--- src/rxirq_map.vh ---
`ifndef RXIRQ_MAP_VH
`define RXIRQ_MAP_VH

// register addresses on the host port
`define RXI_ADDR_W 7
`define RXI_ADDR_STAT3 7'h0F
`define RXI_ADDR_MASK2 7'h17
`define RXI_ADDR_MODE_A 7'h18
`define RXI_ADDR_MODE_B 7'h19

// reset values
`define RXI_RST_MASK2 1'b0
`define RXI_RST_MODE 8'h00
`define RXI_RST_RDATA 8'h00
`define RXI_RST_IRQ 1'b0
`define RXI_RST_PIN_N 1'b1
`define RXI_RST_PREV 1'b0

// slip mask bit and the zero fill above it
`define RXI_BIT_SLIP_MASK 0
`define RXI_ZERO_HI 7'h00

// trigger mode encodings
`define RXI_MODE_RISE 2'b00
`define RXI_MODE_FALL 2'b01
`define RXI_MODE_LEVEL 2'b10
`define RXI_MODE_RSVD 2'b11

// source index, same order as the first mask register
`define RXI_SRC_BUFCOPY 0
`define RXI_SRC_QCRC 1
`define RXI_SRC_LOCK 2
`define RXI_SRC_QCHG 3
`define RXI_SRC_BIPHASE 4
`define RXI_SRC_VALID 5
`define RXI_SRC_PARITY 6
`define RXI_SRC_CSCRC 7
`define RXI_NSRC 8

// field positions in mode registers
`define RXI_FLD_HI 7:6
`define RXI_FLD_MH 5:4
`define RXI_FLD_ML 3:2
`define RXI_FLD_LO 1:0

`endif

--- src/rxirq_ctrl.v ---
`timescale 1ns/1ps
`include "rxirq_map.vh"

module rxirq_ctrl (
  // clock and reset
  input wire core_clk,
  input wire rst,
  // register port behind the serial host interface
  input wire [6:0] reg_addr,
  input wire [7:0] reg_wdata,
  input wire reg_wr,
  input wire reg_rd,
  output reg [7:0] reg_rdata,
  // receiver status flags and the first mask register
  input wire [7:0] rx_status,
  input wire [7:0] rx_src_mask,
  input wire output_slip_status,
  // pin function select
  input wire gpo_rx_irq_sel,
  // interrupt outputs
  output reg rx_irq,
  output reg gpo_irq_n
);

  // register state
  reg output_slip_mask_r;
  reg [7:0] mode_a_r;
  reg [7:0] mode_b_r;
  reg [7:0] rdata_nxt;

  // address decode
  wire sel_stat3;
  wire sel_mask2;
  wire sel_mode_a;
  wire sel_mode_b;
  wire wr_mask2;
  wire wr_mode_a;
  wire wr_mode_b;

  // read words, unused bits fill with zero
  wire [7:0] stat3_word;
  wire [7:0] mask2_word;

  // trigger field of each source
  wire [1:0] qsub_change_trigger;
  wire [1:0] lock_loss_trigger;
  wire [1:0] qsub_crc_trigger;
  wire [1:0] buffer_copy_trigger;
  wire [1:0] chan_stat_crc_trigger;
  wire [1:0] parity_err_trigger;
  wire [1:0] validity_err_trigger;
  wire [1:0] biphase_err_trigger;

  // detector hits before and after masking
  wire [7:0] src_hit;
  wire slip_hit;
  wire [7:0] src_live;
  wire slip_live;
  wire irq_nxt;
  wire pin_n_nxt;

  // address decode
  assign sel_stat3 = (reg_addr == `RXI_ADDR_STAT3);
  assign sel_mask2 = (reg_addr == `RXI_ADDR_MASK2);
  assign sel_mode_a = (reg_addr == `RXI_ADDR_MODE_A);
  assign sel_mode_b = (reg_addr == `RXI_ADDR_MODE_B);

  // the status address is read only, so it has no write strobe
  assign wr_mask2 = reg_wr & sel_mask2;
  assign wr_mode_a = reg_wr & sel_mode_a;
  assign wr_mode_b = reg_wr & sel_mode_b;

  // slip mask, only bit 0 is stored
  always @(posedge core_clk or posedge rst) begin
    if (rst) begin
      output_slip_mask_r <= `RXI_RST_MASK2;
    end else if (wr_mask2) begin
      output_slip_mask_r <= reg_wdata[`RXI_BIT_SLIP_MASK];
    end
  end

  // mode register a
  always @(posedge core_clk or posedge rst) begin
    if (rst) begin
      mode_a_r <= `RXI_RST_MODE;
    end else if (wr_mode_a) begin
      mode_a_r <= reg_wdata;
    end
  end

  // mode register b
  always @(posedge core_clk or posedge rst) begin
    if (rst) begin
      mode_b_r <= `RXI_RST_MODE;
    end else if (wr_mode_b) begin
      mode_b_r <= reg_wdata;
    end
  end

  // readback words
  assign stat3_word = {`RXI_ZERO_HI, output_slip_status};
  assign mask2_word = {`RXI_ZERO_HI, output_slip_mask_r};

  // read mux; unmapped addresses read zero
  always @* begin
    if (sel_stat3) begin
      rdata_nxt = stat3_word;
    end else if (sel_mask2) begin
      rdata_nxt = mask2_word;
    end else if (sel_mode_a) begin
      rdata_nxt = mode_a_r;
    end else if (sel_mode_b) begin
      rdata_nxt = mode_b_r;
    end else begin
      rdata_nxt = `RXI_RST_RDATA;
    end
  end

  // read data register, holds until the next read strobe
  always @(posedge core_clk or posedge rst) begin
    if (rst) begin
      reg_rdata <= `RXI_RST_RDATA;
    end else if (reg_rd) begin
      reg_rdata <= rdata_nxt;
    end
  end

  // mode register a fields
  assign qsub_change_trigger = mode_a_r[`RXI_FLD_HI];
  assign lock_loss_trigger = mode_a_r[`RXI_FLD_MH];
  assign qsub_crc_trigger = mode_a_r[`RXI_FLD_ML];
  assign buffer_copy_trigger = mode_a_r[`RXI_FLD_LO];

  // mode register b fields
  assign chan_stat_crc_trigger = mode_b_r[`RXI_FLD_HI];
  assign parity_err_trigger = mode_b_r[`RXI_FLD_MH];
  assign validity_err_trigger = mode_b_r[`RXI_FLD_ML];
  assign biphase_err_trigger = mode_b_r[`RXI_FLD_LO];

  // detectors for the mode register a sources
  rxirq_trig u_trig_qsub_change (
    .core_clk(core_clk),
    .rst(rst),
    .src(rx_status[`RXI_SRC_QCHG]),
    .mode(qsub_change_trigger),
    .hit(src_hit[`RXI_SRC_QCHG])
  );

  rxirq_trig u_trig_lock_loss (
    .core_clk(core_clk),
    .rst(rst),
    .src(rx_status[`RXI_SRC_LOCK]),
    .mode(lock_loss_trigger),
    .hit(src_hit[`RXI_SRC_LOCK])
  );

  rxirq_trig u_trig_qsub_crc (
    .core_clk(core_clk),
    .rst(rst),
    .src(rx_status[`RXI_SRC_QCRC]),
    .mode(qsub_crc_trigger),
    .hit(src_hit[`RXI_SRC_QCRC])
  );

  rxirq_trig u_trig_buffer_copy (
    .core_clk(core_clk),
    .rst(rst),
    .src(rx_status[`RXI_SRC_BUFCOPY]),
    .mode(buffer_copy_trigger),
    .hit(src_hit[`RXI_SRC_BUFCOPY])
  );

  // detectors for the mode register b sources
  rxirq_trig u_trig_chan_stat_crc (
    .core_clk(core_clk),
    .rst(rst),
    .src(rx_status[`RXI_SRC_CSCRC]),
    .mode(chan_stat_crc_trigger),
    .hit(src_hit[`RXI_SRC_CSCRC])
  );

  rxirq_trig u_trig_parity_err (
    .core_clk(core_clk),
    .rst(rst),
    .src(rx_status[`RXI_SRC_PARITY]),
    .mode(parity_err_trigger),
    .hit(src_hit[`RXI_SRC_PARITY])
  );

  rxirq_trig u_trig_validity_err (
    .core_clk(core_clk),
    .rst(rst),
    .src(rx_status[`RXI_SRC_VALID]),
    .mode(validity_err_trigger),
    .hit(src_hit[`RXI_SRC_VALID])
  );

  rxirq_trig u_trig_biphase_err (
    .core_clk(core_clk),
    .rst(rst),
    .src(rx_status[`RXI_SRC_BIPHASE]),
    .mode(biphase_err_trigger),
    .hit(src_hit[`RXI_SRC_BIPHASE])
  );

  // slip mode register lives elsewhere; slip uses the rising default
  // so a slip held high interrupts once, not on every cycle
  rxirq_trig u_slip (
    .core_clk(core_clk),
    .rst(rst),
    .src(output_slip_status),
    .mode(`RXI_MODE_RISE),
    .hit(slip_hit)
  );

  // only enabled sources reach the combined interrupt
  assign src_live = src_hit & rx_src_mask;
  assign slip_live = slip_hit & output_slip_mask_r;
  assign irq_nxt = (|src_live) | slip_live;
  assign pin_n_nxt = ~(irq_nxt & gpo_rx_irq_sel);

  // combined interrupt, one cycle behind the event
  always @(posedge core_clk or posedge rst) begin
    if (rst) begin
      rx_irq <= `RXI_RST_IRQ;
    end else begin
      rx_irq <= irq_nxt;
    end
  end

  // pin copy, low while active and selected, high otherwise
  always @(posedge core_clk or posedge rst) begin
    if (rst) begin
      gpo_irq_n <= `RXI_RST_PIN_N;
    end else begin
      gpo_irq_n <= pin_n_nxt;
    end
  end

endmodule // rxirq_ctrl

--- src/rxirq_trig.v ---
`timescale 1ns/1ps
`include "rxirq_map.vh"

module rxirq_trig (
  // clock and reset
  input wire core_clk,
  input wire rst,
  // source and mode
  input wire src,
  input wire [1:0] mode,
  // event indication
  output reg hit
);

  reg prev_r;

  always @(posedge core_clk or posedge rst) begin
    if (rst) begin
      prev_r <= `RXI_RST_PREV;
    end else begin
      prev_r <= src;
    end
  end

  always @* begin
    case (mode)
      `RXI_MODE_RISE: hit = src & ~prev_r;
      `RXI_MODE_FALL: hit = ~src & prev_r;
      `RXI_MODE_LEVEL: hit = src;
      default: hit = 1'b0;
    endcase
  end

endmodule // rxirq_trig
--- config.mk ---
export PLATFORM = sky130hd
export DESIGN_NAME = rxirq_ctrl
export DESIGN_NICKNAME = d
export VERILOG_FILES = /design/src/rxirq_ctrl.v /design/src/rxirq_trig.v
export VERILOG_INCLUDE_DIRS = /design/src
export SDC_FILE = /design/constraint.sdc
export NUM_CORES = 1
export LEC_CHECK = 0
export BUFFER_PORTS_ARGS = -buffer_cell sky130_fd_sc_hd__buf_2
export CORE_MARGIN = 10
export CORE_UTILIZATION = 45
export CTS_BUF_LIST = sky130_fd_sc_hd__clkbuf_8
export DETAILED_ROUTE_END_ITERATION = 10
export PLACE_DENSITY = 0.7
export REMOVE_ABC_BUFFERS = 1
export SLEW_MARGIN = 30
export SYNTH_ARGS = -nofsm -noshare
export SYNTH_HDL_FRONTEND = slang
export SYNTH_SLANG_ARGS = --single-unit
export TNS_END_PERCENT = 10
--- constraint.sdc ---
create_clock -name core_clk -period 1.8 [get_ports core_clk]
set_input_delay 0.27 -clock core_clk [delete_from_list [all_inputs] [get_ports core_clk]]
set_output_delay 0.27 -clock core_clk [all_outputs]
set_load 0.05 [all_outputs]
==> results of run 1 <==
logic make-up (layout without fill, tap and decap cells):
| logic type | count (synthesis) | in the layout | share of synthesized area |
|---|---|---|---|
| flip-flops | 36 | 36 | 0.526 |
| AND/OR/NAND/NOR | 45 | 45 | 0.197 |
| AO/OA/AOI/OAI | 23 | 23 | 0.0867 |
| multiplexers | 25 | 25 | 0.163 |
| buffers and inverters | 12 | 65 | 0.0277 |
worst max-delay path: stages, from the launching register on:
cell	delay [ps]
dfrtp_1	400
or4bb_2	620
o21ai_0	130
a221oi_2	110
nand4_2	100
nand2_1	60
where the power goes:
group          internal (mW)  switching, mW  leakage (nW)
combinational          0.111          0.115         0.519
sequential             0.858         0.0335         0.469
clock                  0.410          0.286        0.0541
total                   1.38          0.434          1.04
synthesized netlist by cell type, drive strengths merged:
cell / count
mux2i: 1
or4bb: 8
nand2b: 8
o21ai: 9
o311ai: 1
buf: 1
nand3: 1
mux2: 24
clkbuf: 1
a22oi: 3
nor2: 3
and4bb: 1
inv: 9
clkinv: 1
dfrtp: 35
o22ai: 8
nand2: 11
nand3b: 1
or2b: 1
nor2b: 8
and2b: 1
nand4: 2
a21boi: 1
dfstp: 1
a221oi: 1
metrics by stage:
| stage | cells | instance area (µm²) | power (mW) | setup WS (ps) |
|---|---|---|---|---|
| 3_3_place_gp | 234 | 2010 | 1.12 | 313 |
| 6_report | 242 | 2120 | 1.81 | 318 |
| 4_1_cts | 242 | 2120 | 1.83 | 315 |
| 3_5_place_dp | 234 | 2010 | 1.14 | 261 |
| 2_1_floorplan | 139 | 1710 | 1.04 | 447 |
| 5_1_grt | 242 | 2120 | 1.90 | 246 |
path summary, 6_finish.rpt:
check / start / endpoint / slack (ps) / cells past startpoint
worst max-delay path: mode_b_r[5]$_DFFE_PP0P_ / gpo_irq_n$_DFF_PP1_ / 320 / 5
worst min-delay path: rst / reg_rdata[4]$_DFFE_PP0P_ / 80 / 3
worst max register to register: mode_b_r[5]$_DFFE_PP0P_ / gpo_irq_n$_DFF_PP1_ / 320 / 5
worst min register to register: reg_rdata[3]$_DFFE_PP0P_ / reg_rdata[3]$_DFFE_PP0P_ / 530 / 2
max in group asynchronous: rst / gpo_irq_n$_DFF_PP1_ / 1390 / 3
min in group core_clk: gpo_rx_irq_sel / gpo_irq_n$_DFF_PP1_ / 100 / 2
metal layers:
layer / vias up / track usage / wire (µm)
met5: - / 0 / 0
met4: 0 / 0.0527 / 55
met3: 6 / 0.0535 / 338
met2: 39 / 0.190 / 1780
met1: 580 / 0.159 / 1730
li1: 612 / - / -
sequential cells by signal (all words and copies together), names as in the netlist:
register and cells:
output_slip_mask_r 1, u_trig_parity_err.prev_r 1, u_trig_qsub_crc.prev_r 1, rx_irq 1, u_trig_biphase_err.prev_r 1, u_trig_buffer_copy.prev_r 1, reg_rdata 8, gpo_irq_n 1
u_trig_qsub_change.prev_r 1, u_slip.prev_r 1, mode_b_r 8, u_trig_chan_stat_crc.prev_r 1, u_trig_validity_err.prev_r 1, u_trig_lock_loss.prev_r 1, mode_a_r 8
final cells by class:
| type | count | area share |
|---|---|---|
| flip-flops and latches | 36 | 0.426 |
| clock buffers | 5 | 0.0325 |
| inverters | 10 | 0.0183 |
| clock inverters | 3 | 0.0201 |
| multi-input cells | 93 | 0.362 |
| repair buffers | 47 | 0.112 |
| well taps | 48 | 0.0284 |
==> flow_summary.json, run 1 <==
{
  "grt-ovfl-total": 0,
  "synth_cells": 141,
  "top_level_ports": 47,
  "routedWlPerCell_um": 16.1,
  "slew-limit-headroom": 0.704,
  "post-synth-top-area-fraction": 0.510,
  "cts_setup_buffers": 0,
  "worstSetupStartpointType": "register",
  "yosys_warnings": 0,
  "finalCritPeriodShare": 0.823,
  "crit_path_end_kind": "register",
  "clk_pin_slew_worst_paths_ps": 70,
  "cts_tree": "yes",
  "synth_area_leader_cell": "dfrtp_1",
  "final_util": 0.574,
  "route.antenna.remaining_nets": 0,
  "tns_ps": 0,
  "power_density_mw_per_mm2": 856,
  "drv_slew": 0,
  "route.final.wire_length_mm": 3.90,
  "grt_pass1_vias": 1373,
  "area_delta_synth_final_pct": 23.3,
  "layout_commonest_cell": "buf_2",
  "maxCapViolCount": 0,
  "die_w_um": 81.8,
  "clk_latency_ps": 280,
  "required_ps": 2020,
  "hold_buffers": 0,
  "synthTopCellsByArea": "dfrtp_1 (51%), mux2_2 (16%), or4bb_1 (4.6%)",
  "path_max_fanout": 4,
  "multi_input_area_um2": 767,
  "cts.path.max_buffers": 2,
  "whs_ps": 78.5,
  "vias": 1237,
  "skew_ps": 4.72,
  "leakagePower_nw": 1.04,
  "die_area_mm2": 0.00669,
  "cts_resized": 0,
  "synth.avg_cell_area_um2": 12.2,
  "seqCellArea_um2": 902,
  "grt_antenna_before_repair": 0,
  "ctsHtreeMaxLevel": 2,
  "cts_root_buffer": "clkbuf_8",
  "diodes": 0,
  "first_iter_violations": 91,
  "synth_cell_types": 29,
  "crit_arrival_ps": 1700,
  "cts_buffers": 5,
  "period_needed_ps": 1480,
  "final_cell_mix": "buf_2 (46), dfrtp_1 (35), mux2_2 (24)",
  "ys_ff_latch": 36,
  "place_hpwl_mm": 3.05,
  "outcome": "finished, final reports clean",
  "fmax_ghz": 0.675,
  "grt_usage": 0.127,
  "synthesis.area_mm2": 0.00172,
  "gp_congestion": 0.733,
  "die_h_um": 81.8,
  "layout-drive-gt1-share": 0.464,
  "hp-class": "input pin to async pin",
  "path_class": "register to register",
  "viasPerCell": 5.11,
  "worstMarginPinSlew_ps": 444,
  "nFillCells": 314,
  "rsz0062_at_grt": "no",
  "ir_drop_v": 0.000506,
  "rows": 22,
  "timing_hold_violations_final": 0,
  "grt_pass1_wl_mm": 6.53,
  "drc": 0,
  "numPortBuffers": 46,
  "core_area_mm2": 0.00369,
  "nets": 230,
  "numClockSinks": 36,
  "finalSetupViolCount": 0,
  "yosysSeqAreaShare": 0.526,
  "grt_max_degree": 37,
  "start_util": 0.465,
  "firstDrtPassIters": 4
}
Note: power is estimated with default switching activity, not from simulation.
==> run 2: changes to the inputs <==
--- a/config.mk
+++ b/config.mk
@@ -11,7 +11,7 @@
 export CORE_UTILIZATION = 45
 export CTS_BUF_LIST = sky130_fd_sc_hd__clkbuf_8
 export DETAILED_ROUTE_END_ITERATION = 10
-export PLACE_DENSITY = 0.7
+export PLACE_DENSITY = 0.73
 export REMOVE_ABC_BUFFERS = 1
 export SLEW_MARGIN = 30
 export SYNTH_ARGS = -nofsm -noshare
==> constraint.sdc (replaced) <==
create_clock -name core_clk -period 1.2 [get_ports core_clk]
set_input_delay 0.18 -clock core_clk [delete_from_list [all_inputs] [get_ports core_clk]]
set_output_delay 0.18 -clock core_clk [all_outputs]
set_load 0.05 [all_outputs]
==> run 2 against run 1 <==
  * The flow now finishes with violations (negative setup slack)
  * Sequential power up 48%
  * Maximum frequency is 12% higher
  * Worst hold slack worse by 60 ps
  * Largest cell class unchanged
  * Largest power group unchanged
==> flow_summary.json, run 2 (synthesis gave the netlist of run 1 again) <==
{
  "layout-drive-gt1-share": 0.557,
  "firstDrtPassIters": 4,
  "viasPerCell": 4.99,
  "crit_arrival_ps": 1540,
  "met1_usage": 0.152,
  "grt-ovfl-total": 0,
  "cts_buffers": 5,
  "nFillCells": 307,
  "cts_setup_buffers": 0,
  "vias": 1342,
  "finalCritPeriodShare": 1.11,
  "route.antenna.remaining_nets": 0,
  "nets": 257,
  "place_ws_ps": -217,
  "top_regs": "mode_a_r (8), mode_b_r (8), reg_rdata (8)",
  "grt_antenna_before_repair": 0,
  "rows": 22,
  "drv_slew": 0,
  "hp-class": "input pin to register",
  "rsz0062_at_grt": "yes",
  "worstMarginPinSlew_ps": 290,
  "diodes": 0,
  "first_iter_violations": 30,
  "start_util": 0.465,
  "required_ps": 1410,
  "grt_max_degree": 20,
  "place_hpwl_mm": 3.47,
  "fin_area_mm2": 0.00234,
  "path_class": "register to register",
  "cts_root_buffer": "clkbuf_8",
  "finalSetupViolCount": 2,
  "cts_tree": "yes",
  "crit_path_end_kind": "register",
  "period_needed_ps": 1330,
  "path_max_fanout": 2,
  "die_area_mm2": 0.00669,
  "gr-usage-met2": 0.232,
  "numClockSinks": 36,
  "slew-limit-headroom": 0.804,
  "area_delta_synth_final_pct": 36.3,
  "die_h_um": 81.8,
  "r2r_slack_ps": -130,
  "drc": 0,
  "multi_input_area_um2": 797,
  "top_level_ports": 47,
  "gp_congestion": 0.819,
  "power_density_mw_per_mm2": 1140,
  "worst_slack_ps": -128,
  "whs_ps": 18.6,
  "final_cell_mix": "buf_2 (45), dfrtp_1 (35), buf_4 (27)",
  "busiest_layer": "met2",
  "power_mw": 2.68,
  "grt_usage": 0.135,
  "grtUsageMet3": 0.0546,
  "grt_pass1_vias": 1534,
  "dpl_cell_area_mm2": 0.00220,
  "die_w_um": 81.8,
  "core_area_mm2": 0.00369,
  "clk_latency_ps": 290,
  "skew_ps": 11.1,
  "layout_commonest_cell": "buf_2",
  "cts.path.max_buffers": 2,
  "routedWlPerCell_um": 16.1,
  "grt_pass1_wl_mm": 7.01,
  "worstSetupStartpointType": "register",
  "fmax_ghz": 0.753,
  "tns_ps": -197,
  "ctsHtreeMaxLevel": 2,
  "route.final.wire_length_mm": 4.34,
  "violations": "negative setup slack",
  "outcome": "finished with violations",
  "clk_pin_slew_worst_paths_ps": 80,
  "ir_drop_v": 0.000737,
  "seqCellArea_um2": 902,
  "timing_hold_violations_final": 0,
  "maxCapViolCount": 0,
  "numPortBuffers": 46,
  "leakagePower_nw": 1.19
}
-- run 2: changes by cell type in the layout (fill, tap and decap cells not counted), sizes merged --
| cell | before | now |
|---|---|---|
| buf | 47 | 73 |
| bufinv | 1 | 0 |
| clkbuf | 5 | 6 |
| clkinv | 2 | 3 |
| clkinvlp | 1 | 0 |
| dlygate4sd3 | 0 | 1 |
-- run 2: layout make-up --
type                    count  share of cell area
flip-flops and latches     36               0.386
multi-input cells          93               0.341
repair buffers             74               0.192
clock buffers               6              0.0353
well taps                  48              0.0257
inverters                  10              0.0166
clock inverters             2             0.00428
-- run 2: power by group --
group          internal (mW)  switching (mW)
combinational          0.250           0.222
clock                  0.458           0.427
sequential              1.29          0.0353
-- run 2: worst max-delay path: stages (launching register included) --
cell     delay (ps)
dfrtp_1         380
or4bb_1         480
o21ai_0          90
a22oi_1         120
nand4_2         120
nand2_1          60
-- run 2: path summary, 6_finish.rpt --
path                                               start                                     to  cells after the start
worst max-delay path             mode_b_r[3]$_DFFE_PP0P_                    gpo_irq_n$_DFF_PP1_                      5
worst min-delay path                        rx_status[7]  u_trig_chan_stat_crc.prev_r$_DFF_PP0_                      1
worst max register to register   mode_b_r[3]$_DFFE_PP0P_                    gpo_irq_n$_DFF_PP1_                      5
worst min register to register  reg_rdata[2]$_DFFE_PP0P_               reg_rdata[2]$_DFFE_PP0P_                      2
max in group asynchronous                            rst    u_trig_buffer_copy.prev_r$_DFF_PP0_                      4
min in group asynchronous                            rst                mode_a_r[3]$_DFFE_PP0P_                      3
-- run 2: timing repair --
action                                  CTS  global route
pin swaps                                 7             3
hold buffers                              1             0
hold endpoints to repair                  3             0
endpoints found under the setup margin    3             2
gates resized for setup                  15             1
-- run 2: layer usage --
layer	vias up	part of all wire
met3	5	0.073
met5	-	0
met2	35	0.51
met1	636	0.41
met4	0	0.0062
li1	666	-
-- run 2: metrics by stage --
| step | util | instances |
|---|---|---|
| 3_3_place_gp | 0.597 | 260 |
| 3_5_place_dp | 0.597 | 260 |
| 6_report | 0.634 | 269 |
| 2_1_floorplan | - | 139 |
| 5_1_grt | 0.634 | 269 |
| 4_1_cts | 0.633 | 269 |
==> run 3: changes to the inputs <==
--- a/config.mk
+++ b/config.mk
@@ -6,14 +6,13 @@
 export SDC_FILE = /design/constraint.sdc
 export NUM_CORES = 1
 export LEC_CHECK = 0
+export ABC_AREA = 1
 export BUFFER_PORTS_ARGS = -buffer_cell sky130_fd_sc_hd__buf_2
-export CORE_MARGIN = 10
 export CORE_UTILIZATION = 45
 export CTS_BUF_LIST = sky130_fd_sc_hd__clkbuf_8
 export DETAILED_ROUTE_END_ITERATION = 10
 export PLACE_DENSITY = 0.73
 export REMOVE_ABC_BUFFERS = 1
-export SLEW_MARGIN = 30
 export SYNTH_ARGS = -nofsm -noshare
 export SYNTH_HDL_FRONTEND = slang
 export SYNTH_SLANG_ARGS = --single-unit
==> run 3 against run 2 <==
  * The flow now finishes without violations
  * Critical path type is now register to primary output
  * Largest power group unchanged
  * Setup slack better by 180 ps
  * Area after synthesis increased by 3.4%
  * Clock skew is 5.3 ps lower
  * Highest routed layer unchanged
  * Largest cell class unchanged
==> flow_summary.json, run 3 <==
{
  "outcome": "finished, final reports clean",
  "synthesis.area_mm2": 0.00177,
  "vias": 1622,
  "crit_arrival_ps": 970,
  "tns_ps": 0,
  "path_delay_family": "flip-flops",
  "worstSetupStartpointType": "register",
  "rsz0062_at_grt": "yes",
  "post-synth-top-area-fraction": 0.494,
  "area_delta_synth_final_pct": 32.2,
  "p_comb_frac": 0.177,
  "switching_share": 0.261,
  "synth_cell_types": 17,
  "clk_pin_slew_worst_paths_ps": 70,
  "netSwitchingPower_mw": 0.803,
  "cts_tree": "yes",
  "drc": 0,
  "worstMarginPinSlew_ps": 411,
  "yosysSeqAreaShare": 0.508,
  "synthTopCellsByArea": "dfrtp_1 (49%), nand2_1 (17%), nor2_1 (7.8%)",
  "grt_usage": 0.214,
  "grt-ovfl-total": 0,
  "synth_area_leader_cell": "dfrtp_1",
  "final_cell_mix": "nand2_1 (77), buf_2 (45), nor2_1 (36)",
  "grt_pass1_wl_mm": 6.63,
  "grt_antenna_before_repair": 0,
  "numClockSinks": 36,
  "top_regs": "mode_a_r (8), mode_b_r (8), reg_rdata (8)",
  "grt_pass1_vias": 1561,
  "synth_cells": 234,
  "synth_edf_count": 0,
  "required_ps": 1020,
  "synth.avg_cell_area_um2": 7.58,
  "maxCapViolCount": 0,
  "drv_slew": 0,
  "crit_chain": "buf_6",
  "skew_ps": 5.86,
  "pwr-share-seq": 0.450,
  "ir_drop_v": 0.000769,
  "start_util": 0.477,
  "timing_hold_violations_final": 0,
  "dp.cells": 337,
  "die_area_mm2": 0.00420,
  "synthArstFlopShare": 1.00,
  "layout-drive-gt1-share": 0.311,
  "netlist_top_cells_count": "nand2_1 (79), nor2_1 (37), inv_1 (36)",
  "layout_commonest_cell": "nand2_1",
  "ys_ff_latch": 36,
  "leakagePower_nw": 1.33,
  "path_class": "register to primary output",
  "cts.path.max_buffers": 2,
  "route.antenna.remaining_nets": 0,
  "finalCritPeriodShare": 0.956,
  "viasPerCell": 4.63,
  "final_cells": 350,
  "place_hpwl_mm": 2.96,
  "rows": 22,
  "critPathSlowestCell": "dfstp_2",
  "die_w_um": 64.8,
  "power_mw": 3.08,
  "firstDrtPassIters": 4,
  "cts_root_buffer": "clkbuf_8",
  "nFillCells": 349,
  "first_iter_violations": 43,
  "fin_area_mm2": 0.00235,
  "cts_buffers": 5,
  "synth_ff_type": "dfrtp_1",
  "crit_path_end_kind": "primary output",
  "routedWlPerCell_um": 11.0,
  "die_h_um": 64.8,
  "finalSetupViolCount": 0,
  "hp-class": "input pin to register",
  "period_needed_ps": 1150,
  "clk_latency_ps": 290,
  "slew-limit-headroom": 0.725,
  "path_max_fanout": 1,
  "core_area_mm2": 0.00372,
  "route.final.wire_length_mm": 3.84,
  "gp_congestion": 0.766,
  "power_density_mw_per_mm2": 1310,
  "nets": 338,
  "top_level_ports": 47,
  "r2r_slack_ps": 80,
  "dpl_cell_area_mm2": 0.00216,
  "numPortBuffers": 46,
  "synth_most_common_cell": "nand2_1",
  "ctsHtreeMaxLevel": 2,
  "whs_ps": 4.22,
  "critPathMaxStageDelay_ps": 530,
  "grt_max_degree": 17,
  "yosys_warnings": 0,
  "fmax_ghz": 0.872,
  "pwr-share-clk": 0.373,
  "critPathBufInv": 1,
  "diodes": 0,
  "intPower_mw": 2.28
}
-- run 3: what timing repair did --
action / CTS / global route
resized for setup: 1 / 15
hold buffers: 1 / 0
setup endpoints to repair: 1 / 3
hold endpoints to repair: 7 / 0
setup buffers: 0 / 4
pin swaps: 0 / 8
-- run 3: power by group through the flow --
stage	clock, mW	sequential [mW]	combinational, mW
detailed placement	0	1.40	0.502
global route	1.23	1.39	0.612
floorplan	0	1.47	0.229
finish	1.15	1.39	0.545
CTS	1.17	1.38	0.512
global placement	0	1.40	0.495
-- run 3: layout make-up --
type	count	area [µm²]	area share
well taps	48	60.1	0.0256
inverters	36	135	0.0576
multi-input cells	160	726	0.309
clock buffers	7	96.3	0.0411
repair buffers	62	397	0.169
clock inverters	1	30.0	0.0128
flip-flops and latches	36	902	0.385
-- run 3: final timing paths --
kind / startpoint / endpoint / cells after the start
worst max-delay path: gpo_irq_n$_DFF_PP1_ / gpo_irq_n / 1
worst min-delay path: gpo_rx_irq_sel / gpo_irq_n$_DFF_PP1_ / 2
worst max register to register: mode_b_r[7]$_DFFE_PP0P_ / gpo_irq_n$_DFF_PP1_ / 9
worst min register to register: reg_rdata[7]$_DFFE_PP0P_ / reg_rdata[7]$_DFFE_PP0P_ / 2
max in group asynchronous: rst / mode_a_r[1]$_DFFE_PP0P_ / 4
min in group asynchronous: rst / mode_b_r[6]$_DFFE_PP0P_ / 3
-- run 3: cell families after synthesis --
group                  after synthesis  share of synthesized area
buffers and inverters               38                     0.0889
AO/OA/AOI/OAI                       28                     0.0903
flip-flops                          36                      0.508
AND/OR/NAND/NOR                    132                      0.312
-- run 3: per-layer routing --
metal  share of wire  vias to the layer above  GRT usage
met4           0.011                        0     0.0833
met1            0.46                      731      0.246
met2            0.49                       37      0.365
li1                -                      847          -
met5               0                        -          0
met3           0.042                        7     0.0687
-- run 3: worst reg2reg max path: stages, from the launching register on --
cell     delay [ps]
dfrtp_1         390
buf_4           140
nor2_2           90
nand2_1          50
nand2_1          60
nand2_1          50
nand2_1          70
nor2_1           50
nand3_1         110
nand2_1          70
-- run 3: stage by stage --
step / util / setup slack, ps
after detailed placement: 0.582 / -40.0
after global placement: 0.582 / 36.1
after CTS: 0.619 / 13.1
after global routing: 0.631 / -37.8
final: 0.631 / 53.1
after floorplan: - / 101
